<file path="config.mk">
export PLATFORM = sky130hd
export DESIGN_NAME = usb_endpoint_mode_bank
export DESIGN_NICKNAME = d
export VERILOG_FILES = /design/src/logic/token_rearm_decide.v /design/src/logic/usb_endpoint_mode_bank.v
export VERILOG_INCLUDE_DIRS = /design/src /design/src/logic
export SDC_FILE = /design/constraint.sdc
export NUM_CORES = 1
export LEC_CHECK = 0
export ABC_AREA = 1
export BUFFER_PORTS_ARGS = -buffer_cell sky130_fd_sc_hd__buf_2
export CAP_MARGIN = 20
export CORE_MARGIN = 1.5
export CORE_UTILIZATION = 50
export DETAILED_ROUTE_END_ITERATION = 10
export PLACE_DENSITY = 0.82
export REMOVE_ABC_BUFFERS = 1
export SLEW_MARGIN = 30
export SYNTH_ARGS = -nofsm -noshare
export SYNTH_HDL_FRONTEND = slang
export SYNTH_SLANG_ARGS = --single-unit
</file>
<file path="constraint.sdc">
create_clock -name clock -period 2.4 [get_ports clock]
set_input_delay 0.36 -clock clock [delete_from_list [all_inputs] [get_ports clock]]
set_output_delay 0.36 -clock clock [all_outputs]
set_load 0.02 [all_outputs]
</file>
<file path="src/logic/usb_mode_regs.vh">
// Register offsets, field layouts and codes for the endpoint mode bank
`ifndef USB_MODE_REGS_VH
`define USB_MODE_REGS_VH

// Byte offsets on the register bus
`define OFS_MODULE_CTL      6'h00
`define OFS_DEBUG_HALT      6'h04
`define OFS_TX_FRAMING      6'h08
`define OFS_RX_FRAMING      6'h0c
`define OFS_TOKEN_REARM     6'h10
`define OFS_EFFECTIVE_MODE  6'h14

// Module control register
`define CTL_GLOBAL_RNDIS_BIT  4
`define CTL_RESET_VAL         1'b0

// Debug halt behaviour register
`define DBG_IGNORE_HALT_BIT   0
`define DBG_SOFT_STOP_BIT     1
`define DBG_REALTIME_BIT      2
`define DBG_RESET_VAL         3'h3

// Framing fields: two bits per endpoint, four bits apart
`define FRAMING_STRIDE        4
`define FRAMING_RESET_VAL     2'h0
`define FRAMING_WRITE_MASK    16'h3333

// Token rearm fields: two bits per endpoint, packed
`define REARM_STRIDE          2
`define REARM_RESET_VAL       2'h0
`define REARM_WRITE_MASK      16'h00ff

// Framing codes
`define FRAMING_TRANSPARENT   2'h0
`define FRAMING_RNDIS         2'h1
`define FRAMING_CDC           2'h2
`define FRAMING_GENERIC_RNDIS 2'h3

// Token rearm codes
`define REARM_OFF             2'h0
`define REARM_BUT_EOP         2'h1
`define REARM_RESERVED        2'h2
`define REARM_ALWAYS          2'h3

`endif

</file>
<file path="src/logic/token_rearm_decide.v">
// Per receive endpoint decision whether to re-arm the IN token request
`timescale 1ns/10ps
`include "usb_mode_regs.vh"

module token_rearm_decide (
  // Clock and reset
  input  wire       clock,
  input  wire       nrst,
  // Settings
  input  wire       host_mode,
  input  wire [1:0] rearm_code,
  input  wire [1:0] framing,
  // Packet read out by the DMA
  input  wire       pkt_done,
  input  wire       pkt_eop,
  input  wire       pkt_short,
  input  wire       count_reached,
  // Request to the core
  output reg        request_set_q
);

  reg eop;
  reg want;

  always @* begin
    // Transparent framing makes every packet an end of packet
    eop = (framing == `FRAMING_TRANSPARENT) | pkt_eop | pkt_short |
          ((framing == `FRAMING_GENERIC_RNDIS) & count_reached);
    case (rearm_code)
      `REARM_BUT_EOP: want = ~eop;
      `REARM_ALWAYS:  want = (framing != `FRAMING_TRANSPARENT);
      default:        want = 1'b0;
    endcase
  end

  always @(posedge clock) begin
    if (!nrst) begin
      request_set_q <= 1'b0;
    end else begin
      request_set_q <= host_mode & pkt_done & want;
    end
  end

endmodule

</file>
<file path="src/logic/usb_endpoint_mode_bank.v">
// Endpoint framing mode, token rearm and debug halt registers with APB access
//
// The APB register port and the register offsets are this design's own decisions.
`timescale 1ns/10ps
`include "usb_mode_regs.vh"

// How it works
// - The transmit framing register holds a 2-bit field per endpoint at bits 1-0, 5-4, 9-8, 13-12.
// - Each transmit field selects transparent, RNDIS, CDC or generic RNDIS by code 0 to 3.
// - The receive framing register holds a 2-bit field per endpoint at the same positions.
// - Each receive field uses the same four codes as the transmit fields.
// - The global RNDIS enable forces every endpoint to RNDIS framing whatever its field says.
// - The global RNDIS enable is bit 4 of the module control register.
// - The token rearm register holds a 2-bit field per receive endpoint at bits 1-0 up to 7-6.
// - Rearm code 0 is off, 1 rearms except at end of packet, 3 always rearms, 2 is reserved.
// - With rearm on in host mode, the block asks for the request bit when the DMA clears packet ready.
// - A set request bit makes the core send an IN token for the next packet.
// - In the always setting a request follows every packet the DMA reads out in any framing other than transparent.
// - In the all-but-end setting a request follows only packets not marked end of packet.
// - In the all-but-end setting requests also stop at a short packet or, in generic RNDIS, a reached count.
// - In transparent framing every packet ends a frame, so no request is ever made.
module usb_endpoint_mode_bank #(
  parameter NUM_EP = 4
) (
  // Clock and reset
  input  wire                  clock,
  input  wire                  nrst,
  // APB slave
  input  wire                  psel,
  input  wire                  penable,
  input  wire                  pwrite,
  input  wire [5:0]            paddr,
  input  wire [31:0]           pwdata,
  output wire                  pready,
  output wire                  pslverr,
  output reg  [31:0]           prdata,
  // Effective framing to the core and DMA
  output reg  [2*NUM_EP-1:0]   tx_framing_q,
  output reg  [2*NUM_EP-1:0]   rx_framing_q,
  // Debug halt behaviour
  output wire                  realtime_select,
  output wire                  soft_stop,
  output wire                  ignore_debug_halt,
  // Host receive events from the DMA
  input  wire                  host_mode,
  input  wire [NUM_EP-1:0]     rx_pkt_done,
  input  wire [NUM_EP-1:0]     rx_pkt_eop,
  input  wire [NUM_EP-1:0]     rx_pkt_short,
  input  wire [NUM_EP-1:0]     rx_count_reached,
  // Request bit set strobes to the core
  output wire [NUM_EP-1:0]     request_packet_bit_set
);

  ////////////////////////////////////////////////////////////////////////////
  // Storage

  reg         global_rndis_q;
  reg  [2:0]  debug_halt_q;
  reg  [15:0] tx_select_q;
  reg  [15:0] rx_select_q;
  reg  [15:0] rearm_q;

  wire        setup_phase;
  wire        wr_access;
  reg         mapped;
  reg  [31:0] rd_value;
  wire [15:0] effective_mode;
  wire [2*NUM_EP-1:0] tx_eff_all;
  wire [2*NUM_EP-1:0] rx_eff_all;

  assign setup_phase = psel & ~penable;
  assign wr_access   = psel & penable & pwrite & mapped;

  ////////////////////////////////////////////////////////////////////////////
  // Bus decode

  always @* begin
    mapped   = 1'b1;
    rd_value = 32'h0000_0000;
    case (paddr)
      `OFS_MODULE_CTL: begin
        rd_value[`CTL_GLOBAL_RNDIS_BIT] = global_rndis_q;
      end
      `OFS_DEBUG_HALT: begin
        rd_value[2:0] = debug_halt_q;
      end
      `OFS_TX_FRAMING: begin
        rd_value[15:0] = tx_select_q;
      end
      `OFS_RX_FRAMING: begin
        rd_value[15:0] = rx_select_q;
      end
      `OFS_TOKEN_REARM: begin
        rd_value[15:0] = rearm_q;
      end
      `OFS_EFFECTIVE_MODE: begin
        rd_value[15:0] = effective_mode;
      end
      default: begin
        mapped = 1'b0;
      end
    endcase
  end

  // Zero wait states; read data is captured in the setup cycle
  assign pready  = 1'b1;
  assign pslverr = psel & penable & ~mapped;

  always @(posedge clock) begin
    if (!nrst) begin
      prdata <= 32'h0000_0000;
    end else if (setup_phase) begin
      prdata <= pwrite ? 32'h0000_0000 : rd_value;
    end
  end

  ////////////////////////////////////////////////////////////////////////////
  // Register writes

  always @(posedge clock) begin
    if (!nrst) begin
      global_rndis_q <= `CTL_RESET_VAL;
      debug_halt_q   <= `DBG_RESET_VAL;
      tx_select_q    <= 16'h0000;
      rx_select_q    <= 16'h0000;
      rearm_q        <= 16'h0000;
    end else if (wr_access) begin
      case (paddr)
        `OFS_MODULE_CTL: begin
          global_rndis_q <= pwdata[`CTL_GLOBAL_RNDIS_BIT];
        end
        `OFS_DEBUG_HALT: begin
          debug_halt_q <= pwdata[2:0];
        end
        `OFS_TX_FRAMING: begin
          tx_select_q <= pwdata[15:0] & `FRAMING_WRITE_MASK;
        end
        `OFS_RX_FRAMING: begin
          rx_select_q <= pwdata[15:0] & `FRAMING_WRITE_MASK;
        end
        `OFS_TOKEN_REARM: begin
          rearm_q <= pwdata[15:0] & `REARM_WRITE_MASK;
        end
        default: begin
          global_rndis_q <= global_rndis_q;
        end
      endcase
    end
  end

  assign ignore_debug_halt = debug_halt_q[`DBG_IGNORE_HALT_BIT];
  assign soft_stop         = debug_halt_q[`DBG_SOFT_STOP_BIT];
  assign realtime_select   = debug_halt_q[`DBG_REALTIME_BIT];

  ////////////////////////////////////////////////////////////////////////////
  // Per endpoint framing and token rearm

  genvar ep;
  generate
    for (ep = 0; ep < NUM_EP; ep = ep + 1) begin : g_ep
      wire [1:0] tx_field;
      wire [1:0] rx_field;
      wire [1:0] tx_eff;
      wire [1:0] rx_eff;

      assign tx_field = tx_select_q[`FRAMING_STRIDE*ep +: 2];
      assign rx_field = rx_select_q[`FRAMING_STRIDE*ep +: 2];
      assign tx_eff   = global_rndis_q ? `FRAMING_RNDIS : tx_field;
      assign rx_eff   = global_rndis_q ? `FRAMING_RNDIS : rx_field;

      assign effective_mode[2*ep +: 2]          = tx_eff;
      assign effective_mode[2*NUM_EP+2*ep +: 2] = rx_eff;

      assign tx_eff_all[2*ep +: 2] = tx_eff;
      assign rx_eff_all[2*ep +: 2] = rx_eff;

      // Strobe feeds the core, which turns the set bit into an IN token
      token_rearm_decide u_decide (
        .clock         (clock),
        .nrst          (nrst),
        .host_mode     (host_mode),
        .rearm_code    (rearm_q[`REARM_STRIDE*ep +: 2]),
        .framing       (rx_eff),
        .pkt_done      (rx_pkt_done[ep]),
        .pkt_eop       (rx_pkt_eop[ep]),
        .pkt_short     (rx_pkt_short[ep]),
        .count_reached (rx_count_reached[ep]),
        .request_set_q (request_packet_bit_set[ep])
      );
    end
  endgenerate

  // One process drives both output vectors, keeping a single driver on each
  always @(posedge clock) begin
    if (!nrst) begin
      tx_framing_q <= {NUM_EP{`FRAMING_RESET_VAL}};
      rx_framing_q <= {NUM_EP{`FRAMING_RESET_VAL}};
    end else begin
      tx_framing_q <= tx_eff_all;
      rx_framing_q <= rx_eff_all;
    end
  end

endmodule

</file>
# Word-level counts from Yosys, hierarchy flattened
# Cells that the tools add are included.
dict set report classes {
  n_eq_ne 17
  muxes 18
  n_bitwise 35
  n_reduce_logical 15
}
# operator n
set op_table {}
lappend op_table {{$pmux W11 S4} 1}
lappend op_table {{$and A1 B1 Y1} 17}
lappend op_table {{$eq A2 B2 Y1 const B} 8}
lappend op_table {{$mux W16} 1}
lappend op_table {{$mux W2} 8}
lappend op_table {{$pmux W3 S5} 1}
lappend op_table {{$eq A6 B4 Y1 const B} 2}
lappend op_table {{$eq A6 B5 Y1 const B} 2}
lappend op_table {{$or A1 B1 Y1} 12}
lappend op_table {{$pmux W1 S2} 5}
lappend op_table {{$reduce_and A2 Y1} 5}
lappend op_table {{$eq A2 B1 Y1 const B} 4}
lappend op_table {{$logic_not A2 Y1} 4}
lappend op_table {{$reduce_bool A2 Y1} 4}
lappend op_table {{$eq A6 B3 Y1 const B} 1}
lappend op_table {{$logic_not A6 Y1} 1}
lappend op_table {{$not A1 Y1} 6}
lappend op_table {{$reduce_or A6 Y1} 1}
lappend op_table {{$pmux W1 S5} 1}
lappend op_table {{$mux W1} 1}
dict set report word_totals {
  reg_bits 80
  output_inout_bits 57
  elab_cells 97
}

# Logic depth before layout (Yosys ltp)
# Gate-level depths: netlist (run 1).
dict set report logic_depth {
  word_depth 8
  depth_mapped 9
  ltp_nobuf 8
}

# Cells and area by module
# A second synthesis (run 1) with hierarchy kept.
dict set report hier_totals {
  cells_unflattened 410
  area_unflattened_um2 3016.6
}
# mod instances cells_per_inst area_each_um2 seq_area_each_um2
set modules_own_cells {}
lappend modules_own_cells {usb_endpoint_mode_bank 1 366 2751.4 1201.2}
lappend modules_own_cells {token_rearm_decide 4 11 66.3 20.0}

# Worst setup path after synthesis (run 1)
# No wires, ideal clock.
dict set report synth_path {
  path_kind {input -> output}
  start {in paddr[4]}
  end {out pslverr}
  arrival_time_ns 1.413
  setup_slack_ns 0.627
  path_stages 6
  path_cell_list {inv_1 -> nor2_1 -> nand3_1 -> inv_1 -> buf_4 -> nor4_1}
}
dict set report synth_between {
  elab_chain_len 5
  elab_cells_between_ends 10
  classes_between {eq/ne: 5; mux: 1; bitwise: 2; reduce/logical: 2}
}
# item line_no
set synth_lines {}
lappend synth_lines {{start: declaration} usb_endpoint_mode_bank.v:32} ;# input wire [5:0] paddr,
lappend synth_lines {{$eq A6 B5 Y1, or another cell as far along} usb_endpoint_mode_bank.v:80} ;# case (paddr)
lappend synth_lines {{$reduce_or A6 Y1 (no source line) *} --}
lappend synth_lines {{$mux W1 *} usb_endpoint_mode_bank.v:80}
lappend synth_lines {{$not A1 Y1 *} usb_endpoint_mode_bank.v:107} ;# assign pslverr = psel & penable & ~mapped;
lappend synth_lines {{$and A1 B1 Y1 *} usb_endpoint_mode_bank.v:107}
lappend synth_lines {{end: declaration} usb_endpoint_mode_bank.v:35} ;# output wire pslverr,
# Every way passes the cells marked *; elsewhere a longest branch is shown, timed or not.

# Worst setup path after layout (run 1)
dict set report layout_path {
  start {in paddr[1]}
  end {out pslverr}
}
# Same word-level chain as after synthesis.

==> summary by stage, run 1 <==
Timing
The total count of hold-check failures in the final report is 0. After layout, the minimum clock period comes to ~1800 ps. The final-layout setup total negative slack is 0 ps.

The highest clock frequency the design can meet is around 550 MHz. The number of pins with negative max-slew slack in the final report was 0. Setup repair after global routing left no endpoint under its margin. The maximum clock skew at final layout is about 8 ps. The final critical path takes up between 70% and 80% of the cycle.

Final hold analysis gives a worst-case slack of 287 ps. After layout, the worst setup slack is 575 ps. The worst pin sits at a relative slew slack of 56.4%. The pin slew with the least headroom to its limit is ~650 ps. The number of setup violations in the final report is 0.

Power
The design draws 2.13 mW. Power spread over the standard cell area amounts to roughly 620 mW/mm^2. The fraction of power consumed by combinational cells is under 10%. The clock share of power is a little over two fifths. The power share of the sequential group is between 40% and 50%. The internal power of the cells is 1.64 mW. In this run the static leakage power is about 1.5 nW. Net switching is 23.1% of the power. The peak supply drop is 0.483 mV. The switching power is a little under 0.5 mW.

Setup path
The worst setup path is launched from an input pin. At the worst endpoint, the required time is between 2000 and 2500 ps. In this design, the stage delay of the slowest critical-path cell is 320 ps. In this run the critical register-to-register path is launched from global_rndis_q.

In this run the worst path has a maximum fanout of 10. The end of the worst register-to-register path is prdata[11]. Walking the worst path, the cells encountered are buf_2 -> nor2_4 -> nand3_1 -> inv_1 -> nor4_1 -> buf_2. The cell that appears most often on the critical path is buf_2. The depth of the most critical reg-to-reg path is 3. Data arrives at the worst endpoint at between 1000 and 1500 ps. The setup check on the worst reg-to-reg path leaves a slack of roughly 990 ps. The largest individual stage delay along the critical path comes from the cell inv_1. The type of destination of the critical path is an output pin.

The kind of critical path is input pin to output pin.

Place
Prior to clock tree synthesis, the placed netlist has a worst setup slack of 553 ps. The post-placement cell area is around 0.0033 mm^2. The placed wire-length estimate after detailed placement is approximately 5500 um. At the end of routability-driven placement, the weighted congestion stood at approximately 0.92. The total placed cells including tap cells is approximately 530. Buffers placed on the I/O ports in this run total 79.

Logic synthesis
The total of warnings raised by yosys is 0. Counting distinct cell types in the post-synthesis netlist gives 30. The synthesized area is between 0.002 and 0.003 mm^2.

Synthesis handed over a netlist of between 300 and 400 instances. In this run, synthesis produced a sequential element count of 64. The mean cell area of the mapped netlist is ~7.4 um^2. The fraction of the yosys area taken by sequential cells is 43.8%.

Worst hold path
The startpoint identified for the worst hold timing path is rx_pkt_done[1]. The tightest min-delay check is of the input pin to flip-flop type. Counting instances, the worst hold path has a depth of 3. The end of the worst hold path is g_ep[1].u_decide.request_set_q.

Run
The max-capacitance violation count is 0.

Detailed routing
The DRC violation total after the first TritonRoute iteration is about 250. The final antenna-violating net count is 0. After detailed routing, the number of vias per cell comes to roughly 5.3. The first-pass iteration count of the detailed router is 5. The number of vias in the routed layout is ~2900. The DRC violations left is 0.

After detailed routing, the average wire length per cell comes to 13.9 um. The final layout contains routed wiring with a total length of ~7600 um.

Finish
With fillers left out, the area of the finished cells amounts to approximately 0.0035 mm^2. Of the cells placed in the final design, the portion with a size suffix greater than 1 is around 25%. After the flow finishes, the layout carries non-filler instances totaling roughly 550. The filler cells instantiated in the layout total 519. The synthesis-to-layout area growth is 18.1%. The multi-input combinational cell area is approximately 0.0013 mm^2.

Cells fill 62.0% of the core in the end. The number of nets in the layout is around 530. Summing all flip-flop and latch instances after layout gives between 0.001 and 0.0015 mm^2. The number of antenna diodes in the final layout is 0.

Floorplan
After floorplanning, the core was divided into 27 placement rows. The effective utilization at floorplan is between 50% and 60%. ~120 I/O pins were placed. The die is 79.5 um tall.

The floorplan step defined a die boundary enclosing 0.00632 mm^2. In this run the standard cell core region covers approximately 0.0056 mm^2. The die boundary width is 79.5 um.

CTS
The clock-pin slew of the registers on the worst-case setup and hold paths is 70 ps. CTS built an H-tree with a depth of 3. The clock tree from TritonCTS is yes. The TritonCTS buffer count is 9. For this design, the sink count on the clock tree is 64. The post-cts gate resize count is 0.

The clock latency on the worst-skew pair is approximately 340 ps. The maximum root-to-sink buffer count is 2. The clock root buffer is clkbuf_8. The hold buffer count at cts is 0. The setup fix buffers added after clock tree synthesis is 0.

Global route
The via count of the first global-routing pass is about 2600. Global routing used around 24% of the available tracks across all layers. The first global-routing pass estimated 11800 um of wire. The number of antenna violations at the first check in global routing is 0. The total global routing overflow is 0. Entering global routing, the biggest net connects 31 pins.

Run status
The flow ran to the end, and the final reports show no timing, DRC or antenna violations.
## routing by layer
layer / part of all wire (%) / GRT usage (%) / routed length (um)
met2: 45 / 38.9 / 3450
met3: 9.8 / 4.34 / 747
met5: 0 / 0 / 0
met1: 42 / 30.9 / 3200
met4: 2.6 / 12.6 / 201
## how the worst max path moves through the flow
| stage | start | end | slack [ps] | cells after the start |
|---|---|---|---|---|
| 2_1_floorplan | paddr[4] | pslverr | 690 | 5 |
| 3_3_place_gp | penable | prdata[9] | 600 | 7 |
| 3_5_place_dp | penable | prdata[13] | 550 | 7 |
| 4_1_cts | paddr[1] | pslverr | 590 | 6 |
| 5_1_grt | paddr[1] | pslverr | 530 | 6 |
| 6_report | paddr[1] | pslverr | 580 | 6 |
## flip-flops by register name, summed over array words and instances (netlist names)
name	cells
debug_halt_q	3
g_ep.u_decide.request_set_q	4
global_rndis_q	1
prdata	16
rearm_q	8
rx_framing_q	8
rx_select_q	8
tx_framing_q	8
tx_select_q	8
## power groups by stage
stage          combinational, mW  clock (mW)  sequential [mW]
2_1_floorplan             0.0748           0             1.09
3_5_place_dp               0.140           0             1.09
3_3_place_gp               0.139           0             1.09
4_1_cts                    0.141       0.920             1.06
5_1_grt                    0.154       0.968             1.06
6_report                   0.143       0.924             1.06
## cell families after synthesis
group	share of synthesized area, %
AOI/OAI and AO/OA	12.6
buffers and inverters	12.9
DFF	43.8
other	0.257
and+or+nand+nor	30.5
## synthesized netlist by cell type
cell type | number | area [um^2]
nand2_1 | 82 | 308
dfxtp_1 | 64 | 1280
nand3_1 | 47 | 235
a21oi_1 | 43 | 215
nor2_1 | 42 | 158
inv_1 | 27 | 101
buf_4 | 23 | 173
o21ai_0 | 9 | 45.0
nand4_1 | 7 | 43.8
clkbuf_1 | 6 | 22.5
inv_2 | 6 | 22.5
nor2_4 | 6 | 67.6
a211oi_1 | 4 | 30.0
buf_6 | 4 | 45.0
nor3_1 | 3 | 15.0
o31ai_1 | 3 | 22.5
buf_1 | 2 | 7.51
conb_1 | 2 | 7.51
nand3_2 | 2 | 20.0
o211ai_1 | 2 | 15.0
o21ai_1 | 2 | 10.0
a21oi_4 | 1 | 16.3
a31oi_1 | 1 | 6.26
buf_2 | 1 | 5.00
nand2_2 | 1 | 6.26
nor2_2 | 1 | 6.26
nor2_8 | 1 | 20.0
nor4_1 | 1 | 6.26
o21ai_2 | 1 | 8.76
or2_1 | 1 | 6.26
## cells in the final DEF (no fill, tap or decap), drive strengths merged
master   n
nand2   83
buf     83
dfxtp   64
nor2    50
nand3   49
a21oi   44
inv     33
conb    17
clkbuf  13
o21ai   12
nand4    7
a211oi   4
o31ai    3
nor3     3
o211ai   2
clkinv   2
nor4     1
or2      1
a31oi    1
bufinv   1
## worst max-delay path, delay by kind of cell
kind / cells / cell delay [ps]
AND/OR/NAND/NOR: 3 / 500
buffers and inverters: 3 / 610
## cell type report
type / count / share of cell area, %
clock buffer: 13 / 4.60
clock inverter: 3 / 1.16
inverter: 33 / 3.58
multi-input combinational: 277 / 38.3
sequential: 64 / 37.1
tap: 72 / 2.61
timing repair buffer: 83 / 12.7
(Power assumes the default switching activity.)
==> run 2: changes to the inputs <==
--- a/config.mk
+++ b/config.mk
@@ -6,13 +6,13 @@
 export SDC_FILE = /design/constraint.sdc
 export NUM_CORES = 1
 export LEC_CHECK = 0
-export ABC_AREA = 1
+export ABC_AREA = 0
 export BUFFER_PORTS_ARGS = -buffer_cell sky130_fd_sc_hd__buf_2
 export CAP_MARGIN = 20
 export CORE_MARGIN = 1.5
-export CORE_UTILIZATION = 50
+export CORE_UTILIZATION = 43
 export DETAILED_ROUTE_END_ITERATION = 10
-export PLACE_DENSITY = 0.82
+export PLACE_DENSITY = 0.75
 export REMOVE_ABC_BUFFERS = 1
 export SLEW_MARGIN = 30
 export SYNTH_ARGS = -nofsm -noshare
==> constraint.sdc (replaced) <==
create_clock -name clock -period 1.5 [get_ports clock]
set_input_delay 0.225 -clock clock [delete_from_list [all_inputs] [get_ports clock]]
set_output_delay 0.225 -clock clock [all_outputs]
set_load 0.02 [all_outputs]
==> run 2 against run 1 <==
- the flow now finishes with violations (DRC)
- power grew 61%
- non-clock buffer count grew 23
- largest cell class unchanged
- sequential share of layout area shrank 1.5 points
- register-to-register slack lost 880 ps
- combinational power grew 100%
- routed wire length shrank 3.2%
- largest power group unchanged
- highest routed layer unchanged
- critical path depth shrank 2
- first-iteration DRC count shrank 37%
==> summary by stage, run 2 <==
Run status
The flow ran to the end, but the final reports show violations. The checks that failed: DRC.

Setup path
The kind of critical path is flip-flop to flip-flop. The type of element launching the critical path is a flip-flop. The critical path required time is 1750 ps (-290 ps). The signal arrival time at the worst endpoint was 1630 ps (+170 ps).

Traced cell by cell, the critical path runs through buf_4 -> nand4b_1 -> a21oi_1 -> nor4_1. The category of cells accounting for the largest share of critical-path delay is flip-flops. The type of destination of the critical path is a flip-flop. The slowest stage of the critical path belongs to the cell dfxtp_1. The combined buffer and inverter count along the critical path is 1 (-2). The delay of the slowest cell on the worst path is 580 ps (+260 ps). The maximum net fanout on the critical path is 14 (+4).

CTS
The hold buffer count at cts came to 0 (unchanged). The maximum root-to-sink buffer count is 2 (unchanged). The clock latency on the worst-skew pair is 330 ps (about the same).

The number of H-tree levels is 3 (unchanged). The setup fix buffers added after clock tree synthesis is 0 (unchanged). The clock sink total was 64 (unchanged). The post-cts gate resize count came to 0 (unchanged).

The clock root buffer is clkbuf_8. The clock tree from TritonCTS is yes. The clock-pin slew of the registers on the worst-case setup and hold paths is 70 ps (about the same). The TritonCTS buffer count is 9 (unchanged).

Timing
The number of setup violations in the final report is 0 (unchanged). The worst-case setup margin in the final layout is 114 ps (-462 ps). The part of the cycle the worst path needs is a little over 90%. The time the worst path needs with I/O delays and setup is about 1400 ps. The number of pins with negative max-slew slack in the final report is 0 (unchanged). The total count of hold-check failures in the final report was 0 (unchanged). The final-layout setup total negative slack is 0 ps (unchanged).

The maximum clock skew at final layout is 7.24 ps (-0.627 ps). Static timing analysis puts the maximum clock frequency at 721 MHz. Setup repair after global routing left no endpoint under its margin. The post-route worst hold slack is 128 ps (-158 ps).

Global route
The largest net degree at the start of global routing is 21 (-32%). The via count of the first global-routing pass was 2503 (-2.0%). The total global routing overflow came to 0 (unchanged).

The global router's overall resource usage is 20.7% (-3.5 points). The wire length of the first global-routing pass is 11700 um (-1.1%). The number of antenna violations at the first check in global routing is 0 (unchanged).

Logic synthesis
The instance count of the mapped netlist is 323 (-18%). The total of warnings raised by yosys came to 0 (unchanged). Among all flip-flop cells after synthesis, the most frequent one is dfxtp_1.

The mean cell area of the mapped netlist is 8.98 um^2 (+21%). The flop and latch count out of synthesis was 64 (unchanged). The fraction of post-synthesis cell area in the top cell type by area is 44.2% (+0.42 points). The largest total area in the synthesized netlist belongs to dfxtp_1. The number of distinct library cells after synthesis is 46 (+53%). In the post-synthesis netlist, the biggest area contributors are dfxtp_1 44%, mux2i_1 6.6%, buf_4 5.7%. The fraction of synthesis flops using an asynchronous set or reset pin is 0% (unchanged). Among all cell types in the netlist, the one instantiated most often is dfxtp_1.

The commonest cells after synthesis are 64 x dfxtp_1, 27 x nand2_1, 26 x nand3_1. The number of enable-type register cells in the synthesized netlist came to 0 (unchanged). The synthesized area is 0.00290 mm^2 (-0.94%). The fraction of the yosys area taken by sequential cells is 44.2% (+0.42 points).

Floorplan
The effective utilization at floorplan is 45.1% (-7.4 points). The die boundary width is 85.1 um (+7.0%). The number of standard-cell rows in the floorplan is 29 (+7.4%). The floorplan core area is 0.00642 mm^2 (+15%). The count of boundary I/O pins is 117 (unchanged). The die area was 0.00724 mm^2 (+15%).

The die height is 85.1 um (+7.0%).

Place
The number of port buffers is 79 (unchanged). The placed wire-length estimate after detailed placement is 5520 um (+0.60%). The placer's final routability congestion estimate came to 0.829 (-9.8%). The setup slack after placement is -85.4 ps (-639 ps). The post-placement cell area was 0.00341 mm^2 (+4.8%).

Finish
The number of nets in the layout is 476 (-9.8%). The library cell used most frequently in the layout, excluding fill and tap cells, is buf_2. The top cell types in the final layout, fill and taps aside, are 79 x buf_2, 64 x dfxtp_1, 27 x nand2_1, 27 x buf_4, 26 x nand3_1. The fraction of final layout cells sized beyond drive strength 1 came to 30.0% (+5.5 points). The synthesis-to-layout area growth is 24.2%. The register with the most flip-flops is prdata. The number of antenna diodes was 0 (unchanged).

The flip-flop count of the largest register, all copies and words added came to 16 (unchanged). The final core area utilization is 56.1% (-6.0 points). The final instance area was 0.00360 mm^2 (+4.2%).

Detailed routing
The detail-routed via count per cell is 5.24 (-1.9%). The total routed wirelength is 7360 um (-3.2%). The number of vias in the routed layout was 2602 (-11%). The average wire length per cell after detail routing was 14.8 um (+6.2%).

The DRC violation total after the first TritonRoute iteration is 156 (-37%). The final antenna-violating net count is 0 (unchanged). The first-pass iteration count of the detailed router came to 7 (+2). The DRC violations left is 5 (+5).

Worst hold path
The class of the most critical hold timing path is input pin to flip-flop.

Power
The cell leakage power is 1.59 nW (+7.0%). The peak supply drop is 0.515 mV (+6.6%). The power per cell area is 950 mW/mm^2 (+54%).

Run
The max-capacitance violation count is 0 (unchanged).
run 2: power breakdown:
group | switching (mW) | internal (mW) | leakage, nW
Sequential | 0.00124 | 1.70 | 0.515
Clock | 0.630 | 0.802 | 0.0925
Combinational | 0.179 | 0.108 | 0.981
run 2: cell families after synthesis:
logic type                Yosys count  synth area share [%]
and+or+nand+nor                   140                  28.1
AOI/OAI and AO/OA                  55                  12.0
xor gates and xnor gates            1                 0.302
buffers and inverters              42                  8.55
DFF                                64                  44.2
muxes                              19                  6.56
other                               2                 0.259
run 2: area by class of cell:
| cell class | instances | area (um^2) |
|---|---|---|
| clock buffers | 12 | 145 |
| repair buffers | 106 | 598 |
| inverters | 3 | 11.3 |
| flip-flops and latches | 64 | 1280 |
| clock inverters | 3 | 42.5 |
| well taps | 77 | 96.3 |
| multi-input cells | 232 | 1430 |
| fillers | 595 | 2820 |
run 2: worst paths after layout:
check | start | to | slack (ps) | cells after the start
max | global_rndis_q | g_ep[3].u_decide.request_set_q | 110 | 4
min | rx_pkt_done[3] | g_ep[3].u_decide.request_set_q | 130 | 3
max reg2reg | global_rndis_q | g_ep[3].u_decide.request_set_q | 110 | 4
min reg2reg | prdata[0] | prdata[0] | 450 | 2
run 2: metrics by stage:
step	instances	total power, mW
2_1_floorplan	299	1.86
3_3_place_gp	482	2.02
3_5_place_dp	482	2.02
4_1_cts	497	3.43
5_1_grt	497	3.55
6_report	497	3.42
run 2: tightest hold or removal path, stage by stage:
cell     delay (ps)
buf_2            90
nand2_1          60
nor4_1           40
run 2: metal layers:
layer	share of wire [%]	GRT usage [%]	vias to the layer above
li1	-	-	1283
met1	44	25.7	1217
met2	48	34.7	93
met3	5.7	5.06	9
met4	1.6	7.90	0
met5	0	0	-
==> run 3: changes to the inputs <==
--- a/config.mk
+++ b/config.mk
@@ -12,9 +12,9 @@
 export CORE_MARGIN = 1.5
 export CORE_UTILIZATION = 43
 export DETAILED_ROUTE_END_ITERATION = 10
-export PLACE_DENSITY = 0.75
+export PLACE_DENSITY_LB_ADDON = 0.2
 export REMOVE_ABC_BUFFERS = 1
-export SLEW_MARGIN = 30
+export SLEW_MARGIN = 25
 export SYNTH_ARGS = -nofsm -noshare
 export SYNTH_HDL_FRONTEND = slang
 export SYNTH_SLANG_ARGS = --single-unit
==> run 3 against run 2 <==
- the run still ends with DRC left
- worst hold slack better by 3.8 ps
- clock skew is 1.3 ps higher
- combinational power hardly changed
==> summary by stage, run 3 (synthesis results as in run 2) <==
Setup path
The type of destination of the critical path is a flip-flop. The critical path required time is 1730 ps (-20 ps). The delay of the slowest cell on the worst path is 430 ps (-150 ps). The type of element launching the critical path is a flip-flop. The signal arrival time at the worst endpoint is 1530 ps (-100 ps). The combined buffer and inverter count along the critical path is 1 (unchanged). The slowest stage of the critical path is the dfxtp_2 cell.

The depth of the critical timing path with buffers and inverters included is 4 (unchanged). The depth of the most critical reg-to-reg path is 4 (unchanged). The signal on the critical path passes through buf_4 -> nand4b_1 -> a21oi_1 -> nor4_1. The maximum net fanout on the critical path is 10 (-4). The critical path is of the flip-flop to flip-flop type. On the critical path the largest part of the delay comes from simple AND/OR/NAND/NOR gates.

Timing
The highest clock frequency the design can meet is 774 MHz (+7.3%). The number of pins with negative max-slew slack in the final report is 0 (unchanged). The part of the cycle the worst path needs is 86.1% (-6.3 points). Setup repair after global routing left no endpoint under its margin. The maximum clock skew at final layout was 8.55 ps (+1.31 ps). The worst-case setup margin in the final layout is 209 ps (+94.8 ps).

The time the worst path needs with I/O delays and setup is 1290 ps (-94.8 ps). The total count of hold-check failures in the final report was 0 (unchanged). The post-route worst hold slack is 132 ps (+3.83 ps).

The number of setup violations in the final report is 0 (unchanged).

CTS
The hold buffer count at cts is 0 (unchanged). The TritonCTS buffer count is 9 (unchanged). The maximum root-to-sink buffer count is 2 (unchanged). The number of H-tree levels was 3 (unchanged).

The clock latency on the worst-skew pair is 350 ps (+20 ps). TritonCTS built the clock tree. The clock root buffer is clkbuf_8.

The clock sink total is 64 (unchanged). The clock-pin slew of the registers on the worst-case setup and hold paths is 70 ps (about the same).

Global route
The global-route track usage on met2 is 33.8% (-0.94 points). The largest net degree at the start of global routing is 19 (-9.5%). The met3 routing resource usage after global routing was 4.38% (-0.68 points). The wire length of the first global-routing pass came to 12000 um (+3.3%). The total global routing overflow was 0 (unchanged).

The met1 demand-to-capacity share in global routing is 29.1% (+3.3 points). The busiest metal layer after global routing is met2. The number of antenna violations at the first check in global routing is 0 (unchanged). The via count of the first global-routing pass came to 2451 (-2.1%). The global router's overall resource usage is 21.8% (+1.1 points).

Worst hold path
The class of the most critical hold timing path is input pin to flip-flop. The worst hold path depth is 3 (unchanged).

Finish
The most common cell after layout, fill and taps aside is buf_2. Leaving out fill and tap cells, the most frequent cells in the layout are 79 x buf_2, 63 x dfxtp_1, 29 x buf_4. Compared with the post-synthesis result, the final layout area differs by 23.9%. The fraction of final layout cells sized beyond drive strength 1 is 31.0% (+1.0 points). The number of nets in the layout is 478 (+0.42%). The number of antenna diodes is 0 (unchanged).

The flip-flop count of the largest register, all copies and words added is 16 (unchanged). The register with the most flip-flops in the final layout is prdata.

Detailed routing
The final antenna-violating net count is 0 (unchanged). The DRC violation total after the first TritonRoute iteration is 182 (+17%). The average wire length per cell after detail routing came to 15.2 um (+2.8%). The DRC violations left is 3 (-2). The first-pass iteration count of the detailed router is 9 (+2). The total routed wirelength came to 7590 um (+3.2%).

The number of vias in the routed layout is 2593 (-0.35%). The detail-routed via count per cell is 5.20 (-0.75%).

Power
The power per cell area was 909 mW/mm^2 (-4.3%). The peak supply drop came to 0.566 mV (+10%). The cell leakage power is 1.58 nW (-0.39%).

Floorplan
The die area is 0.00724 mm^2 (unchanged). The count of boundary I/O pins is 117 (unchanged). The die height came to 85.1 um (unchanged). The effective utilization at floorplan is 45.1% (unchanged). The die boundary width is 85.1 um (unchanged). The number of standard-cell rows in the floorplan is 29 (unchanged). The floorplan core area is 0.00642 mm^2 (unchanged).

Place
The placer's final routability congestion estimate came to 0.923 (+11%). The placed wire-length estimate after detailed placement is 5780 um (+4.7%). The number of port buffers is 79 (unchanged). The setup slack after placement is -104 ps (-18.5 ps).

Run status
The flow ran to the end, but the final reports show violations. The final reports fail on DRC.

Run
The max-capacitance violation count is 0 (unchanged).
-- run 3: cell type report --
class | count | area (um^2)
clock buffers | 9 | 124
fillers | 601 | 2830
flip-flops and latches | 64 | 1280
repair buffers | 108 | 613
well taps | 77 | 96.3
multi-input cells | 232 | 1430
clock inverters | 6 | 37.5
inverters | 3 | 11.3
-- run 3: final timing paths --
kind / startpoint / end / slack, ps
worst max-delay path: global_rndis_q / g_ep[3].u_decide.request_set_q / 210
worst min register to register: prdata[10] / prdata[10] / 450
worst min-delay path: pwdata[7] / rearm_q[7] / 130
worst max register to register: global_rndis_q / g_ep[3].u_decide.request_set_q / 210
-- run 3: routing by layer --
metal  up-vias  wire length [um]
met1      1192              3390
met4         0               197
met5         -                 0
met2        86              3530
li1       1301                 -
met3        14               474
-- run 3: repair_timing --
item / CTS / global route
setup buffers: 0 / 0
gates resized for setup: 0 / 1
endpoints found under the setup margin: 0 / 1
-- run 3: worst min-delay path, stage by stage --
cell and delay [ps]:
buf_2 80, mux2i_1 50, nor2b_1 90
-- run 3: per-stage QoR --
stage                     power, mW  utilization, %  cells  area [um^2]  setup TNS [ps]
final                          3.27            55.9    499         3590               0
after global routing           3.37            55.9    499         3590               0
after CTS                      3.27            55.9    499         3590               0
after detailed placement       2.03            53.4    484         3430            -342
after global placement         2.03            53.4    484         3430            -216
after floorplan                1.86               -    299         2720           -1980
-- run 3: power breakdown --
group / switching, mW / internal, mW
Clock: 0.695 / 0.579
Combinational: 0.181 / 0.110
Sequential: 0.00125 / 1.70
Total: 0.876 / 2.39
